**config.mk**
```make
export PLATFORM = sky130hd
export DESIGN_NAME = rsc_top
export DESIGN_NICKNAME = d
export VERILOG_FILES = /design/src/pkg/rsc_pkg.sv /design/src/pkg/rsc_clear_if.sv /design/src/rsc_stretch.sv /design/src/rsc_top.sv
export SDC_FILE = /design/constraint.sdc
export NUM_CORES = 1
export LEC_CHECK = 0
export BUFFER_PORTS_ARGS = -buffer_cell sky130_fd_sc_hd__buf_2
export CORE_MARGIN = 2
export CORE_UTILIZATION = 58
export DETAILED_ROUTE_END_ITERATION = 12
export PLACE_DENSITY = 0.77
export REMOVE_ABC_BUFFERS = 1
export SETUP_SLACK_MARGIN = 0.5
export SKIP_LAST_GASP = 1
export SYNTH_ARGS = -nofsm -noshare
export SYNTH_HDL_FRONTEND = slang
export SYNTH_HIERARCHICAL = 1
export SYNTH_SLANG_ARGS = --single-unit
```
**constraint.sdc**
```tcl
create_clock -name clk -period 1.61 [get_ports clk]
set_clock_uncertainty 0.1 [all_clocks]
set_input_delay 0.161 -clock clk [delete_from_list [all_inputs] [get_ports clk]]
set_output_delay 0.161 -clock clk [all_outputs]
set_load 0.1 [all_outputs]
```
**src/pkg/rsc_pkg.sv**
```systemverilog
// Package for the reset scope controller: storage groups, reset causes and timing constants.
// Assumes a single 250 MHz clock domain and supply monitor levels already synchronous to it.
package rsc_pkg;
   localparam int RSC_NUM_DSP = 7;
   localparam int RSC_RETAIN_DSP_IDX = 5;
   localparam logic [6:0] RSC_DSP_ALL = 7'h7F;
   localparam logic [6:0] RSC_DSP_HW_MASK = 7'h5F;
   localparam logic [3:0] RSC_RESET_ADDR = 4'h0;
   localparam int RSC_CLK_PERIOD_NS = 4;
   localparam int RSC_SYNC_STAGES = 2;
   localparam int RSC_PULSE_NS = 16;
   localparam int RSC_PULSE_CYC = (RSC_PULSE_NS + RSC_CLK_PERIOD_NS - 1) / RSC_CLK_PERIOD_NS;
   localparam logic [2:0] RSC_PULSE_CYC_W = 3'(RSC_PULSE_CYC);
   localparam logic [2:0] RSC_CNT_RESET = 3'h0;
   typedef enum logic [1:0] {RSC_RUN, RSC_SLEEP} rsc_pwr_t;
endpackage : rsc_pkg

```
**src/pkg/rsc_clear_if.sv**
```systemverilog
// Bundle of per-group clear requests passed from the cause decoder to the pulse stretcher.
// Assumes both ends run on the same clock.
interface rsc_clear_if;
   logic aon;
   logic regs;
   logic seq;
   logic [6:0] dsp;
   modport src (output aon, output regs, output seq, output dsp);
   modport dst (input aon, input regs, input seq, input dsp);
endinterface : rsc_clear_if

```
**src/rsc_stretch.sv**
```systemverilog
// Pulse stretcher: holds each group clear for a minimum number of cycles after its request ends.
// Assumes requests come from the main controller on the same clock and reset.
module rsc_stretch
   import rsc_pkg::*;
(
   input wire logic clk,
   input wire logic rst_n,
   rsc_clear_if.dst req,
   output logic clr_aon,
   output logic clr_regs,
   output logic clr_seq,
   output logic [6:0] clr_dsp
);
   logic [9:0] req_vec;
   logic [2:0] cnt_r [10];
   logic [9:0] out_r;
   assign req_vec = {req.aon, req.regs, req.seq, req.dsp};
   // Stretching keeps a one-cycle register write from giving storage too short a clear.
   always_ff @(posedge clk or negedge rst_n) begin
      if (!rst_n) begin
         for (int i = 0; i < 10; i++) begin
            cnt_r[i] <= RSC_CNT_RESET;
         end
         out_r <= 10'h3FF;
      end else begin
         for (int i = 0; i < 10; i++) begin
            if (req_vec[i]) begin
               cnt_r[i] <= RSC_PULSE_CYC_W;
               out_r[i] <= 1'b1;
            end else if (cnt_r[i] != RSC_CNT_RESET) begin
               cnt_r[i] <= cnt_r[i] - 3'h1;
               out_r[i] <= 1'b1;
            end else begin
               out_r[i] <= 1'b0;
            end
         end
      end
   end
   assign {clr_aon, clr_regs, clr_seq, clr_dsp} = out_r;
   stretch_hold_a: assert property (@(posedge clk) disable iff (!rst_n)
      $fell(req_vec[9]) |-> out_r[9] [*4]) else $error("aon clear shorter than minimum");
endmodule : rsc_stretch

```
**src/rsc_top.sv**
```systemverilog
// Reset scope controller: decides which storage groups clear under each reset condition.
// Assumes supply-good levels and the write strobe are synchronous to clk; reset pin is active low.
// Summary of operation
// - Power-on reset holds while analog or first I/O supply is below threshold.
// - Hardware reset whenever the external reset pin is low.
// - Any write to register index 0 triggers software reset, data ignored.
// - Disabling core regulator enters sleep; needs analog, I/O, regulator input supplies.
// - Power-on reset clears always-on, other registers, sequencer, all DSP firmware.
// - Hardware reset clears registers, sequencer, DSP 1-5 and 7; keeps DSP 6.
// - Software reset clears all registers, keeps sequencer and all DSP firmware.
// - Sleep keeps always-on registers, clears other registers, sequencer, all firmware.
// - Firmware survives hardware or software reset only if core supply stays up.
module rsc_top
   import rsc_pkg::*;
(
   input wire logic clk,
   input wire logic rst_n,
   input wire logic analog_supply_ok,
   input wire logic io_supply_one_ok,
   input wire logic regulator_input_supply_ok,
   input wire logic core_supply_ok,
   input wire logic regulator_enable_pin,
   input wire logic hw_reset_n,
   input wire logic reg_wr_en,
   input wire logic [3:0] reg_wr_addr,
   output logic clr_aon,
   output logic clr_regs,
   output logic clr_seq,
   output logic [6:0] clr_dsp,
   output logic por_active,
   output logic sleep_active
);
   import rsc_pkg::*;

   logic [1:0] rst_sync_r;
   logic srst_n;
   logic por;
   logic hw;
   logic sw;
   logic core_lost_r;
   logic core_lost_nxt;
   rsc_pwr_t pwr_r;
   rsc_pwr_t pwr_nxt;
   logic sleep_entry;
   rsc_clear_if clr_bus ();

   always_ff @(posedge clk or negedge rst_n) begin
      if (!rst_n) begin
         rst_sync_r <= 2'h0;
      end else begin
         rst_sync_r <= {rst_sync_r[0], 1'b1};
      end
   end
   assign srst_n = rst_sync_r[1];

   assign por = !analog_supply_ok || !io_supply_one_ok;
   assign hw = !hw_reset_n;
   assign sw = reg_wr_en && (reg_wr_addr == RSC_RESET_ADDR);

   always_comb begin
      pwr_nxt = pwr_r;
      case (pwr_r)
         RSC_RUN: begin
            if (!regulator_enable_pin && !por && regulator_input_supply_ok) begin
               pwr_nxt = RSC_SLEEP;
            end
         end
         RSC_SLEEP: begin
            if (regulator_enable_pin || por || !regulator_input_supply_ok) begin
               pwr_nxt = RSC_RUN;
            end
         end
         default: pwr_nxt = RSC_RUN;
      endcase
   end

   always_ff @(posedge clk or negedge srst_n) begin
      if (!srst_n) begin
         pwr_r <= RSC_RUN;
      end else begin
         pwr_r <= pwr_nxt;
      end
   end
   assign sleep_entry = (pwr_r == RSC_RUN) && (pwr_nxt == RSC_SLEEP);

   // track core supply loss during a reset
   always_comb begin
      core_lost_nxt = core_lost_r;
      if (hw || sw) begin
         core_lost_nxt = core_lost_r || !core_supply_ok;
      end else begin
         core_lost_nxt = 1'b0;
      end
   end

   always_ff @(posedge clk or negedge srst_n) begin
      if (!srst_n) begin
         core_lost_r <= 1'b0;
      end else begin
         core_lost_r <= core_lost_nxt;
      end
   end

   // union of active conditions
   // Each cause only adds clears, so any overlap of causes yields the union of their actions.
   always_comb begin
      clr_bus.aon = 1'b0;
      clr_bus.regs = 1'b0;
      clr_bus.seq = 1'b0;
      clr_bus.dsp = 7'h00;
      if (por) begin
         clr_bus.aon = 1'b1;
         clr_bus.regs = 1'b1;
         clr_bus.seq = 1'b1;
         clr_bus.dsp = RSC_DSP_ALL;
      end
      if (hw) begin
         clr_bus.aon = 1'b1;
         clr_bus.regs = 1'b1;
         clr_bus.seq = 1'b1;
         clr_bus.dsp = clr_bus.dsp | RSC_DSP_HW_MASK;
      end
      if (sw) begin
         clr_bus.aon = 1'b1;
         clr_bus.regs = 1'b1;
      end
      if (sleep_entry) begin
         clr_bus.regs = 1'b1;
         clr_bus.seq = 1'b1;
         clr_bus.dsp = RSC_DSP_ALL;
      end
      // Other registers stay cleared for the whole stay in sleep.
      if (pwr_r == RSC_SLEEP) begin
         clr_bus.regs = 1'b1;
      end
      if (core_lost_nxt) begin
         clr_bus.dsp = RSC_DSP_ALL;
      end
   end

   rsc_stretch u_stretch (
      .clk(clk),
      .rst_n(srst_n),
      .req(clr_bus),
      .clr_aon(clr_aon),
      .clr_regs(clr_regs),
      .clr_seq(clr_seq),
      .clr_dsp(clr_dsp)
   );

   // Status outputs are registered so the host sees glitch-free levels.
   always_ff @(posedge clk or negedge srst_n) begin
      if (!srst_n) begin
         por_active <= 1'b1;
         sleep_active <= 1'b0;
      end else begin
         por_active <= por;
         sleep_active <= (pwr_nxt == RSC_SLEEP);
      end
   end

   por_clear_a: assert property (@(posedge clk) disable iff (!srst_n)
      por |=> clr_aon && clr_regs && clr_seq && (clr_dsp == RSC_DSP_ALL)) else $error("power-on clear incomplete");
   hw_clear_a: assert property (@(posedge clk) disable iff (!srst_n)
      hw && !por && core_supply_ok |=> clr_regs && clr_seq && ((clr_dsp & RSC_DSP_HW_MASK) == RSC_DSP_HW_MASK))
      else $error("hardware reset clear incomplete");
   hw_keep_dsp_a: assert property (@(posedge clk) disable iff (!srst_n)
      !por && !sleep_entry && !core_lost_nxt && (pwr_r == RSC_RUN) [*6] |-> !clr_dsp[RSC_RETAIN_DSP_IDX])
      else $error("retained firmware cleared");
   sw_clear_a: assert property (@(posedge clk) disable iff (!srst_n)
      sw |=> clr_aon && clr_regs) else $error("software reset missed");
   sw_keep_seq_a: assert property (@(posedge clk) disable iff (!srst_n)
      (!por && !hw && !sleep_entry) [*6] |-> !clr_seq) else $error("sequencer cleared without cause");
   sleep_keep_a: assert property (@(posedge clk) disable iff (!srst_n)
      (pwr_r == RSC_SLEEP) |-> clr_regs && !sleep_entry) else $error("other registers not held cleared in sleep");
   sleep_aon_a: assert property (@(posedge clk) disable iff (!srst_n)
      (!por && !hw && !sw) [*6] |-> !clr_aon) else $error("always-on cleared in sleep");
   sleep_enter_a: assert property (@(posedge clk) disable iff (!srst_n)
      sleep_entry |=> clr_seq && clr_regs && (clr_dsp == RSC_DSP_ALL) && (pwr_r == RSC_SLEEP))
      else $error("sleep entry clear missing");
   core_loss_a: assert property (@(posedge clk) disable iff (!srst_n)
      (hw || sw) && !core_supply_ok |=> clr_dsp == RSC_DSP_ALL) else $error("firmware kept after core loss");
   union_a: assert property (@(posedge clk) disable iff (!srst_n)
      sw && sleep_entry |=> clr_aon && clr_seq) else $error("union of clears broken");

   // Further clear and status checks; those on clr_bus catch a wrong clear before the stretcher can hide it.
   hw_aon_a: assert property (@(posedge clk) disable iff (!srst_n)
      hw |=> clr_aon) else $error("hardware reset kept always-on registers");
   hw_keep_req_a: assert property (@(posedge clk) disable iff (!srst_n)
      hw && !por && !sleep_entry && core_supply_ok && !core_lost_r |-> !clr_bus.dsp[RSC_RETAIN_DSP_IDX])
      else $error("hardware reset requested retained firmware clear");
   sw_keep_dsp_a: assert property (@(posedge clk) disable iff (!srst_n)
      sw && !hw && !por && !sleep_entry && core_supply_ok && !core_lost_r |-> clr_bus.dsp == 7'h00)
      else $error("software reset requested firmware clear");
   sleep_aon_req_a: assert property (@(posedge clk) disable iff (!srst_n)
      (pwr_r == RSC_SLEEP) && !por && !hw && !sw |-> !clr_bus.aon)
      else $error("always-on clear requested in sleep");
   por_status_a: assert property (@(posedge clk) disable iff (!srst_n)
      por |=> por_active) else $error("power-on status missing");
   sleep_status_a: assert property (@(posedge clk) disable iff (!srst_n)
      sleep_entry |=> sleep_active) else $error("sleep status missing");
   sleep_supply_a: assert property (@(posedge clk) disable iff (!srst_n)
      (pwr_r == RSC_RUN) && !regulator_input_supply_ok |=> (pwr_r == RSC_RUN))
      else $error("sleep entered without regulator input supply");
   sleep_exit_a: assert property (@(posedge clk) disable iff (!srst_n)
      (pwr_r == RSC_SLEEP) && regulator_enable_pin |=> !sleep_active)
      else $error("sleep held with regulator enabled");

   por_c: cover property (@(posedge clk) disable iff (!srst_n) $rose(por));
   hw_c: cover property (@(posedge clk) disable iff (!srst_n) $rose(hw) && core_supply_ok);
   sw_c: cover property (@(posedge clk) disable iff (!srst_n) sw);
   sleep_c: cover property (@(posedge clk) disable iff (!srst_n) sleep_entry);
   soft_sleep_c: cover property (@(posedge clk) disable iff (!srst_n) sw && sleep_entry);
endmodule : rsc_top
```
Word level (Yosys, flattened, before mapping)
Cells that the tools add are included.
{"block": "word_totals", "register_bits": 47, "latchBits": 0, "ramBits": 0, "rom_bits": 0, "in_bits": 13, "output_inout_bits": 12, "wordCells": 120, "n_memories": 0}
{"block": "op_classes", "n_addsub": 10, "n_mul": 0, "div": 0, "magnitude_cmp": 0, "n_eq_ne": 2, "shift": 0, "mux": 54, "n_bitwise": 0, "n_reduce_logical": 38}
{"operator": "two-way mux 3 bit", "count": 20}
{"operator": "nonzero test 3 bit", "count": 10}
{"operator": "subtractor 3 x 1 -> 3 bit (second input constant)", "count": 10}
{"operator": "two-way mux 7 bit", "count": 4}
{"operator": "two-way mux 1 bit", "count": 27}
{"operator": "nonzero test 2 bit", "count": 10}
{"operator": "logical NOT 1 bit", "count": 7}
{"operator": "logical OR 1 bit", "count": 5}
{"operator": "equality test 2 x 1 -> 1 bit (second input constant)", "count": 2}
{"operator": "logical AND 1 bit", "count": 4}
{"operator": "logical NOT 4 bit", "count": 1}
{"operator": "two-way mux 2 bit", "count": 2}
{"operator": "one-hot mux 2 bit (2 select lines)", "count": 1}
{"operator": "logical NOT 2 bit", "count": 1}

Logic depth before layout (Yosys ltp)
Gate-level depths: netlist of the first run.
{"block": "depth", "word_depth": 12, "depth_mapped": 5, "depth_no_buf": 5}

Modules after synthesis
Netlist of the first run, hierarchy kept.
{"mod": "rsc_stretch", "n_inst": 1, "cells_each": 180, "area_per_inst_um2": 2137.0, "seq_area_each_um2": 1013.5}
{"mod": "rsc_top", "n_inst": 1, "cells_each": 27, "area_per_inst_um2": 302.8, "seq_area_each_um2": 176.4}

Least setup slack after synthesis of the first run
Ideal clock, no wire load.
{"block": "synth_path", "kind": "input-to-reg", "start": "in reg_wr_addr[1]", "end": "reg u_stretch/cnt_r[24] in the netlist's numbering", "setup_ps": 125, "t_arrival_ps": 2065, "required_time_ps": 1385, "setup_slack_ps": -680, "stages": 5, "n_path_buf": 0, "cell_sequence": "nor4_1 nand2_1 o21bai_1 nor2_1 mux2_4"}
{"block": "synth_between", "elab_chain_len": 6, "elab_cells_between_ends": 7, "classes_between": "3 x mux; 4 x reduce/logical"}
{"element": "from (decl)", "line_no": "rsc_top.sv:25", "source": "input wire logic [3:0] reg_wr_addr,"}
{"element": "logical NOT 4 bit *", "line_no": "rsc_top.sv:58", "source": "assign sw = reg_wr_en && (reg_wr_addr == RSC_RESET_ADDR);"}
{"element": "logical AND 1 bit *", "line_no": "rsc_top.sv:58"}
{"element": "logical OR 1 bit *", "line_no": "rsc_top.sv:89", "source": "if (hw || sw) begin"}
{"element": "two-way mux 1 bit *", "line_no": "rsc_top.sv:89"}
{"element": "two-way mux 7 bit *", "line_no": "rsc_top.sv:136", "source": "if (core_lost_nxt) begin"}
{"element": "two-way mux 3 bit or nonzero test 2 bit (tied branches)"}
{"element": "to (signal, indexed assignment)", "line_no": "rsc_stretch.sv:31", "source": "cnt_r[i] <= cnt_r[i] - 3'h1;"}
{"element": "to (decl)", "line_no": "rsc_stretch.sv:15", "source": "logic [2:0] cnt_r [10];"}
Mark *: on every way between the ends. The rest lies on a longest branch, timed or not.
A chain may end at the register's enable or synchronous reset.

Worst setup path in the final report of the first run
{"block": "layout_path", "start": "reg pwr_r[0]", "end": "reg u_stretch/cnt_r[24] in the netlist's numbering"}
{"block": "layout_between", "elab_chain_len": 7, "elab_cells_between_ends": 11, "classes_between": "2 x eq/ne; 6 x mux; 3 x reduce/logical"}
{"element": "from (decl)", "line_no": "rsc_top.sv:42", "source": "rsc_pwr_t pwr_r;"}
{"element": "from (signal assigned)", "line_no": "rsc_top.sv:81", "source": "pwr_r <= pwr_nxt;"}
{"element": "equality test 2 x 1 -> 1 bit (tied with other cells)", "line_no": "rsc_top.sv:62", "source": "case (pwr_r)"}
{"element": "one-hot mux 2 bit (2 select lines)", "line_no": "rsc_top.sv:62"}
{"element": "equality test 2 x 1 -> 1 bit", "line_no": "rsc_top.sv:84", "source": "assign sleep_entry = (pwr_r == RSC_RUN) && (pwr_nxt == RSC_SLEEP);"}
{"element": "logical AND 1 bit *", "line_no": "rsc_top.sv:84"}
{"element": "two-way mux 7 bit *", "line_no": "rsc_top.sv:127", "source": "if (sleep_entry) begin"}
{"element": "two-way mux 7 bit *", "line_no": "rsc_top.sv:136"}
{"element": "two-way mux 3 bit or nonzero test 2 bit (tied branches)"}
Marks and branches as above.

==> results of run 1 <==
==> metrics by stage <==
| stage | instance area [sq um] | utilization (%) |
|---|---|---|
| 2_1_floorplan | 2440 | - |
| 3_3_place_gp | 2730 | 67.7 |
| 3_5_place_dp | 2730 | 67.7 |
| 4_1_cts | 3260 | 80.9 |
| 5_1_grt | 3340 | 82.9 |
| 6_report | 3340 | 82.9 |
==> synthesized netlist by cell type <==
library cell  number  area, sq um
or2_2              8         50.1
a211o_1            9         78.8
o21ai_0            1         5.00
nand2_2            1         6.26
a211o_2            1         10.0
dfrtp_1           36          901
o31ai_1            2         15.0
ha_1              20          250
or4b_4             1         13.8
and3_2             1         7.51
nand2_1            2         7.51
o2111ai_2          1         15.0
nand2b_1           2         12.5
mux2_4            10          150
nor2_1            21         78.8
o21bai_1           1         7.51
nand4bb_1          2         22.5
nor4_1             1         6.26
or3b_1             1         8.76
nor2b_1           20          125
nor3b_1            9         67.6
nor4b_1            1         8.76
conb_1             2         7.51
a211oi_1           8         60.1
nor2b_4            2         27.5
inv_1             24         90.1
a21boi_0           1         7.51
dfstp_2           11          289
nand2b_4           8          110
==> power breakdown <==
group / switching (mW) / total (mW) / internal [mW] / leakage [nW]
logic: 0.210 / 0.413 / 0.204 / 0.931
registers: 0.0365 / 1.26 / 1.23 / 0.555
clock network: 0.387 / 0.779 / 0.392 / 0.0515
==> flip-flops by register name, summed over array words and instances, names as in the netlist <==
register	count
core_lost_r	1
rst_sync_r	2
u_stretch/cnt_r	30
sleep_active	1
por_active	1
u_stretch/out_r	10
pwr_r	2
==> worst max-delay path, stage by stage, from the launching register on <==
cell and delay [ps]:
dfrtp_1 430, nor4b_4 330, or3b_4 190, o21bai_4 180, buf_12 170, nor2_1 50, mux2_4 260
==> layout make-up <==
type	instances	share of cell area, %
multi-input combinational	136	38.9
sequential	47	35.7
timing repair buffer	50	17.9
clock buffer	8	3.00
inverter	24	2.70
tap	50	1.87
==> routing by layer <==
layer | part of all wire [%] | vias to the layer above | global-route usage (%)
met5 | 0 | - | 0
met4 | 0.88 | 0 | 7.35
met3 | 2.7 | 4 | 4.55
met2 | 56 | 36 | 44.2
met1 | 40 | 845 | 27.3
li1 | - | 802 | -
==> logic make-up after synthesis <==
group,Yosys count,synth area share (%)
compound gates,24,8.15
fa+ha+maj,20,10.3
buf+inv,24,3.69
flops,47,48.8
mux,10,6.15
other cells,2,0.308
simple gates,80,22.7
==> final timing paths <==
check,start,endpoint,slack (ps)
max,pwr_r[0]$_DFF_PN0_,u_stretch/cnt_r[24]$_DFFE_PN0P_,-210
min,rst_n,rst_sync_r[0]$_DFF_PN0_,70
max reg2reg,pwr_r[0]$_DFF_PN0_,u_stretch/cnt_r[24]$_DFFE_PN0P_,-210
min reg2reg,rst_sync_r[1]$_DFF_PN0_,u_stretch/cnt_r[24]$_DFFE_PN0P_,160
max in group asynchronous,rst_sync_r[1]$_DFF_PN0_,por_active$_DFF_PN1_,980
min in group clk,reg_wr_en,core_lost_r$_DFF_PN0_,90
==> timing repair <==
action                                  CTS  global route
setup buffers                             6             6
endpoints found under the hold margin     3             0
cloned                                    2             0
pin swaps                                14             6
hold buffers                              2             0
gates resized for setup                  80            12
endpoints found under the setup margin   54            54
==> impl_metrics.env, run 1 <==
export IMPL_initial_core_util_pct=60.6
export IMPL_synthCells=207
export IMPL_worstPathMaxFanout=8
export IMPL_syn_to_final_growth_pct=36.9
export IMPL_ir_worst_vdd_mv=0.470
export IMPL_htree_levels=2
export IMPL_power_density_nw_per_um2=736
export IMPL_critical_path_startpoint_type="register"
export IMPL_die_area_sq_um=4740
export IMPL_synth_area_per_cell_sq_um=11.8
export IMPL_outcome="complete, but fails checks"
export IMPL_max_freq_mhz=549
export IMPL_grt_antenna_before_repair=0
export IMPL_row_count=23
export IMPL_holdCritPathClass="in -> async"
export IMPL_final_common_cell="dfrtp_1"
export IMPL_drtAntennaViolNets=0
export IMPL_place_inst=291
export IMPL_violations="setup timing"
export IMPL_cts_made_buffers=5
export IMPL_final_layout_size_suffix_gt1_share_pct=45.7
export IMPL_seq_area_frac_synth_pct=48.8
export IMPL_pre_cts_ws_ps=-185
export IMPL_cp_end_kind="register"
export IMPL_p_leak_nw=1.54
export IMPL_ys_warnings_count=6
export IMPL_ys_ff_latch=47
export IMPL_gp_congestion=0.688
export IMPL_vias_per_cell=5.36
export IMPL_regArea_sq_um=1190
export IMPL_worst_hold_slack_ps=69.1
export IMPL_drt_initial_drc_count=130
export IMPL_drc=0
export IMPL_required_ps=1700
export IMPL_num_antenna_cells=0
export IMPL_hold_violations=0
export IMPL_cts_sinks=47
export IMPL_die_height_um=68.9
export IMPL_clk_path_buf_depth=2
export IMPL_cp_data_arrival_time_ps=1910
export IMPL_rsz0062_at_grt="yes"
export IMPL_yosysUniqueCellTypes=29
export IMPL_routed_wl_um=5350
export IMPL_total_power_mw=2.46
export IMPL_die_width_um=68.9
export IMPL_clock_latency_ps=300
export IMPL_reg2reg_depth=6
export IMPL_nFillCells=227
export IMPL_layoutNonFillerInstCount=315
export IMPL_setup_viol=29
export IMPL_synth_area_sq_um=2440
export IMPL_grt_max_degree=46
export IMPL_drv_slew=0
export IMPL_post_dp_hpwl_um=2780
export IMPL_grt_usage_pct=23.8
export IMPL_grt_pass1_vias=1695
export IMPL_drtPass1Iterations=4
export IMPL_root_buffer="clkbuf_8"
export IMPL_path_clk_slew_ps=80
export IMPL_final_cell_mix="35 x dfrtp_1, 21 x nor2_1, 19 x inv_1, 18 x ha_1, 17 x nor2b_1"
export IMPL_worstSetupPathType="reg -> reg"
export IMPL_vias=1687
export IMPL_grt_overflow_total=0
export IMPL_multiInputGateArea_sq_um=1300
export IMPL_tns_ps=-4190
export IMPL_grt_pass1_wl_um=8000
export IMPL_avgRoutedWirePerCell_um=17.0
export IMPL_cts_tree="done"
export IMPL_io_pins=25
export IMPL_core_sq_um=4030
export IMPL_postLayoutSetupSlackWorst_ps=-212
export IMPL_period_minus_slack_ps=1820
export IMPL_nNetsFinal=297
export IMPL_io_buffers=24
export IMPL_finalCritPeriodShare_pct=113
export IMPL_cap_viol_max_count=0
Note: power is estimated with default switching activity, not from simulation.
==> run 2: changes to the inputs <==
==> constraint.sdc (replaced) <==
create_clock -name clk -period 1.61 [get_ports clk]
set_clock_uncertainty 0.1 [all_clocks]
set_input_delay 0.2415 -clock clk [delete_from_list [all_inputs] [get_ports clk]]
set_output_delay 0.2415 -clock clk [all_outputs]
set_load 0.1 [all_outputs]
==> run 2 against run 1 <==
Compared with the run above: the flow still finishes with violations (setup timing); hold slack improved by 71 ps; combinational power about the same; via count decreased by 2.4%; final cell count unchanged; critical path depth unchanged; final area decreased by 0.19%; sequential power about the same; register-to-register slack about the same; setup slack got worse by 0.50 ps; critical endpoint unchanged; largest power group unchanged; highest routed layer unchanged.
==> impl_metrics.env, run 2 (same netlist as run 1, synthesis figures left out) <==
export IMPL_outcome="complete, but fails checks"
export IMPL_violations="setup timing"
export IMPL_worst_hold_slack_ps=140
export IMPL_hold_violations=0
export IMPL_drc=0
export IMPL_rsz0062_at_grt="yes"
export IMPL_grt_overflow_total=0
export IMPL_num_antenna_cells=0
export IMPL_cap_viol_max_count=0
export IMPL_clk_path_buf_depth=2
export IMPL_max_freq_mhz=549
export IMPL_vias=1647
export IMPL_root_buffer="clkbuf_8"
export IMPL_worstSetupPathType="reg -> reg"
export IMPL_r2r_end="u_stretch/cnt_r[24]$_DFFE_PN0P_"
export IMPL_p_leak_nw=1.53
export IMPL_placed_area_sq_um=2740
export IMPL_htree_levels=2
export IMPL_drt_initial_drc_count=136
export IMPL_initial_core_util_pct=60.6
export IMPL_routedLengthMet1_um=2080
export IMPL_final_cell_mix="35 x dfrtp_1, 22 x inv_1, 21 x nor2_1, 18 x nor2b_1, 18 x ha_1"
export IMPL_drtAntennaViolNets=0
export IMPL_grt_max_degree=46
export IMPL_cp_data_arrival_time_ps=1910
export IMPL_finalCritPeriodShare_pct=113
export IMPL_setup_viol=29
export IMPL_postLayoutSetupSlackWorst_ps=-212
export IMPL_final_layout_size_suffix_gt1_share_pct=45.7
export IMPL_largest_register_ffs=30
export IMPL_required_ps=1700
export IMPL_worstPathMaxFanout=16
export IMPL_path_delay_family="simple AND/OR/NAND/NOR gates"
export IMPL_grt_antenna_before_repair=0
export IMPL_grt_pass1_vias=1710
export IMPL_routed_wl_um=4760
export IMPL_drtPass1Iterations=4
export IMPL_path_buf_inv=1
export IMPL_wl_met2_um=2460
export IMPL_cp_slowest_stage_delay_ps=420
export IMPL_gp_congestion=0.693
export IMPL_path_clk_slew_ps=80
export IMPL_cp_startpoint="pwr_r[0]$_DFF_PN0_"
export IMPL_row_count=23
export IMPL_cts_sinks=47
export IMPL_die_area_sq_um=4740
export IMPL_design_area_sq_um=3330
export IMPL_total_power_mw=2.36
export IMPL_grt_usage_pct=22.4
export IMPL_cts_made_buffers=5
export IMPL_io_pins=25
export IMPL_tns_ps=-3240
export IMPL_largest_register="u_stretch/cnt_r"
export IMPL_top_layer_used="met4"
export IMPL_syn_to_final_growth_pct=36.6
export IMPL_ir_worst_vdd_mv=0.541
export IMPL_drv_slew=0
export IMPL_cts_tree="done"
export IMPL_reg2reg_depth=6
export IMPL_vias_per_cell=5.23
export IMPL_die_width_um=68.9
export IMPL_worstPathCellList="nor4b_4 > or3b_4 > o21bai_4 > buf_12 > nor2_1 > mux2_4"
export IMPL_dr_wl_met3_um=148
export IMPL_io_buffers=24
export IMPL_reg_top3="u_stretch/cnt_r (30), u_stretch/out_r (10)"
export IMPL_power_density_nw_per_um2=709
export IMPL_worst_path_max_delay_cell="dfrtp_1"
export IMPL_clock_latency_ps=310
export IMPL_grt_pass1_wl_um=7710
export IMPL_period_minus_slack_ps=1820
export IMPL_nNetsFinal=297
export IMPL_ff2ff_setup_slack_ps=-210
export IMPL_core_sq_um=4030
export IMPL_timing_rr_start="pwr_r[0]$_DFF_PN0_"
export IMPL_final_common_cell="dfrtp_1"
export IMPL_post_dp_hpwl_um=2780
export IMPL_die_height_um=68.9
export IMPL_avgRoutedWirePerCell_um=15.1
export IMPL_cp_end_kind="register"
export IMPL_critical_path_startpoint_type="register"
export IMPL_pre_cts_ws_ps=-265
export IMPL_holdCritPathClass="in -> async"
## run 2: how the worst max path moves through the flow
| stage | endpoint | slack [ps] | depth (start not counted) |
|---|---|---|---|
| 3_5_place_dp | u_stretch/cnt_r[21]$_DFFE_PN0P_ | -270 | 6 |
| 2_1_floorplan | u_stretch/cnt_r[24]$_DFFE_PN0P_ | -760 | 5 |
| 3_3_place_gp | u_stretch/cnt_r[24]$_DFFE_PN0P_ | -150 | 7 |
| 6_report | u_stretch/cnt_r[24]$_DFFE_PN0P_ | -210 | 6 |
| 4_1_cts | u_stretch/cnt_r[21]$_DFFE_PN0P_ | -160 | 6 |
| 5_1_grt | u_stretch/cnt_r[21]$_DFFE_PN0P_ | -250 | 6 |
## run 2: where the power goes
group,internal [mW],total [mW],switching [mW]
Combinational,0.204,0.410,0.206
Clock,0.305,0.689,0.384
Sequential,1.23,1.26,0.0359
## run 2: layout make-up
cell class	count	area (sq um)
clock inverters	1	5.00
clock buffers	7	76.3
repair buffers	50	593
well taps	50	62.6
multi-input cells	136	1320
inverters	24	90.1
flip-flops and latches	47	1190
fillers	223	696
## run 2: timing repair
| item | in CTS | in global routing |
|---|---|---|
| pin swaps | 12 | 7 |
| setup buffers | 7 | 5 |
| hold buffers | 1 | 0 |
| gates resized for setup | 81 | 14 |
| hold endpoints to repair | 2 | 0 |
| cloned | 1 | 0 |
| setup endpoints to repair | 54 | 54 |
## run 2: per-layer routing
layer,track usage [%],vias to the layer above
met4,8.09,0
met2,38.6,28
met3,5.03,7
met1,27.5,802
li1,-,810
met5,0,-
## run 2: per-stage QoR
step	util, %	instances
floorplan	-	207
global placement	68.1	293
detailed placement	68.1	293
CTS	80.4	310
global route	82.7	315
finish	82.7	315
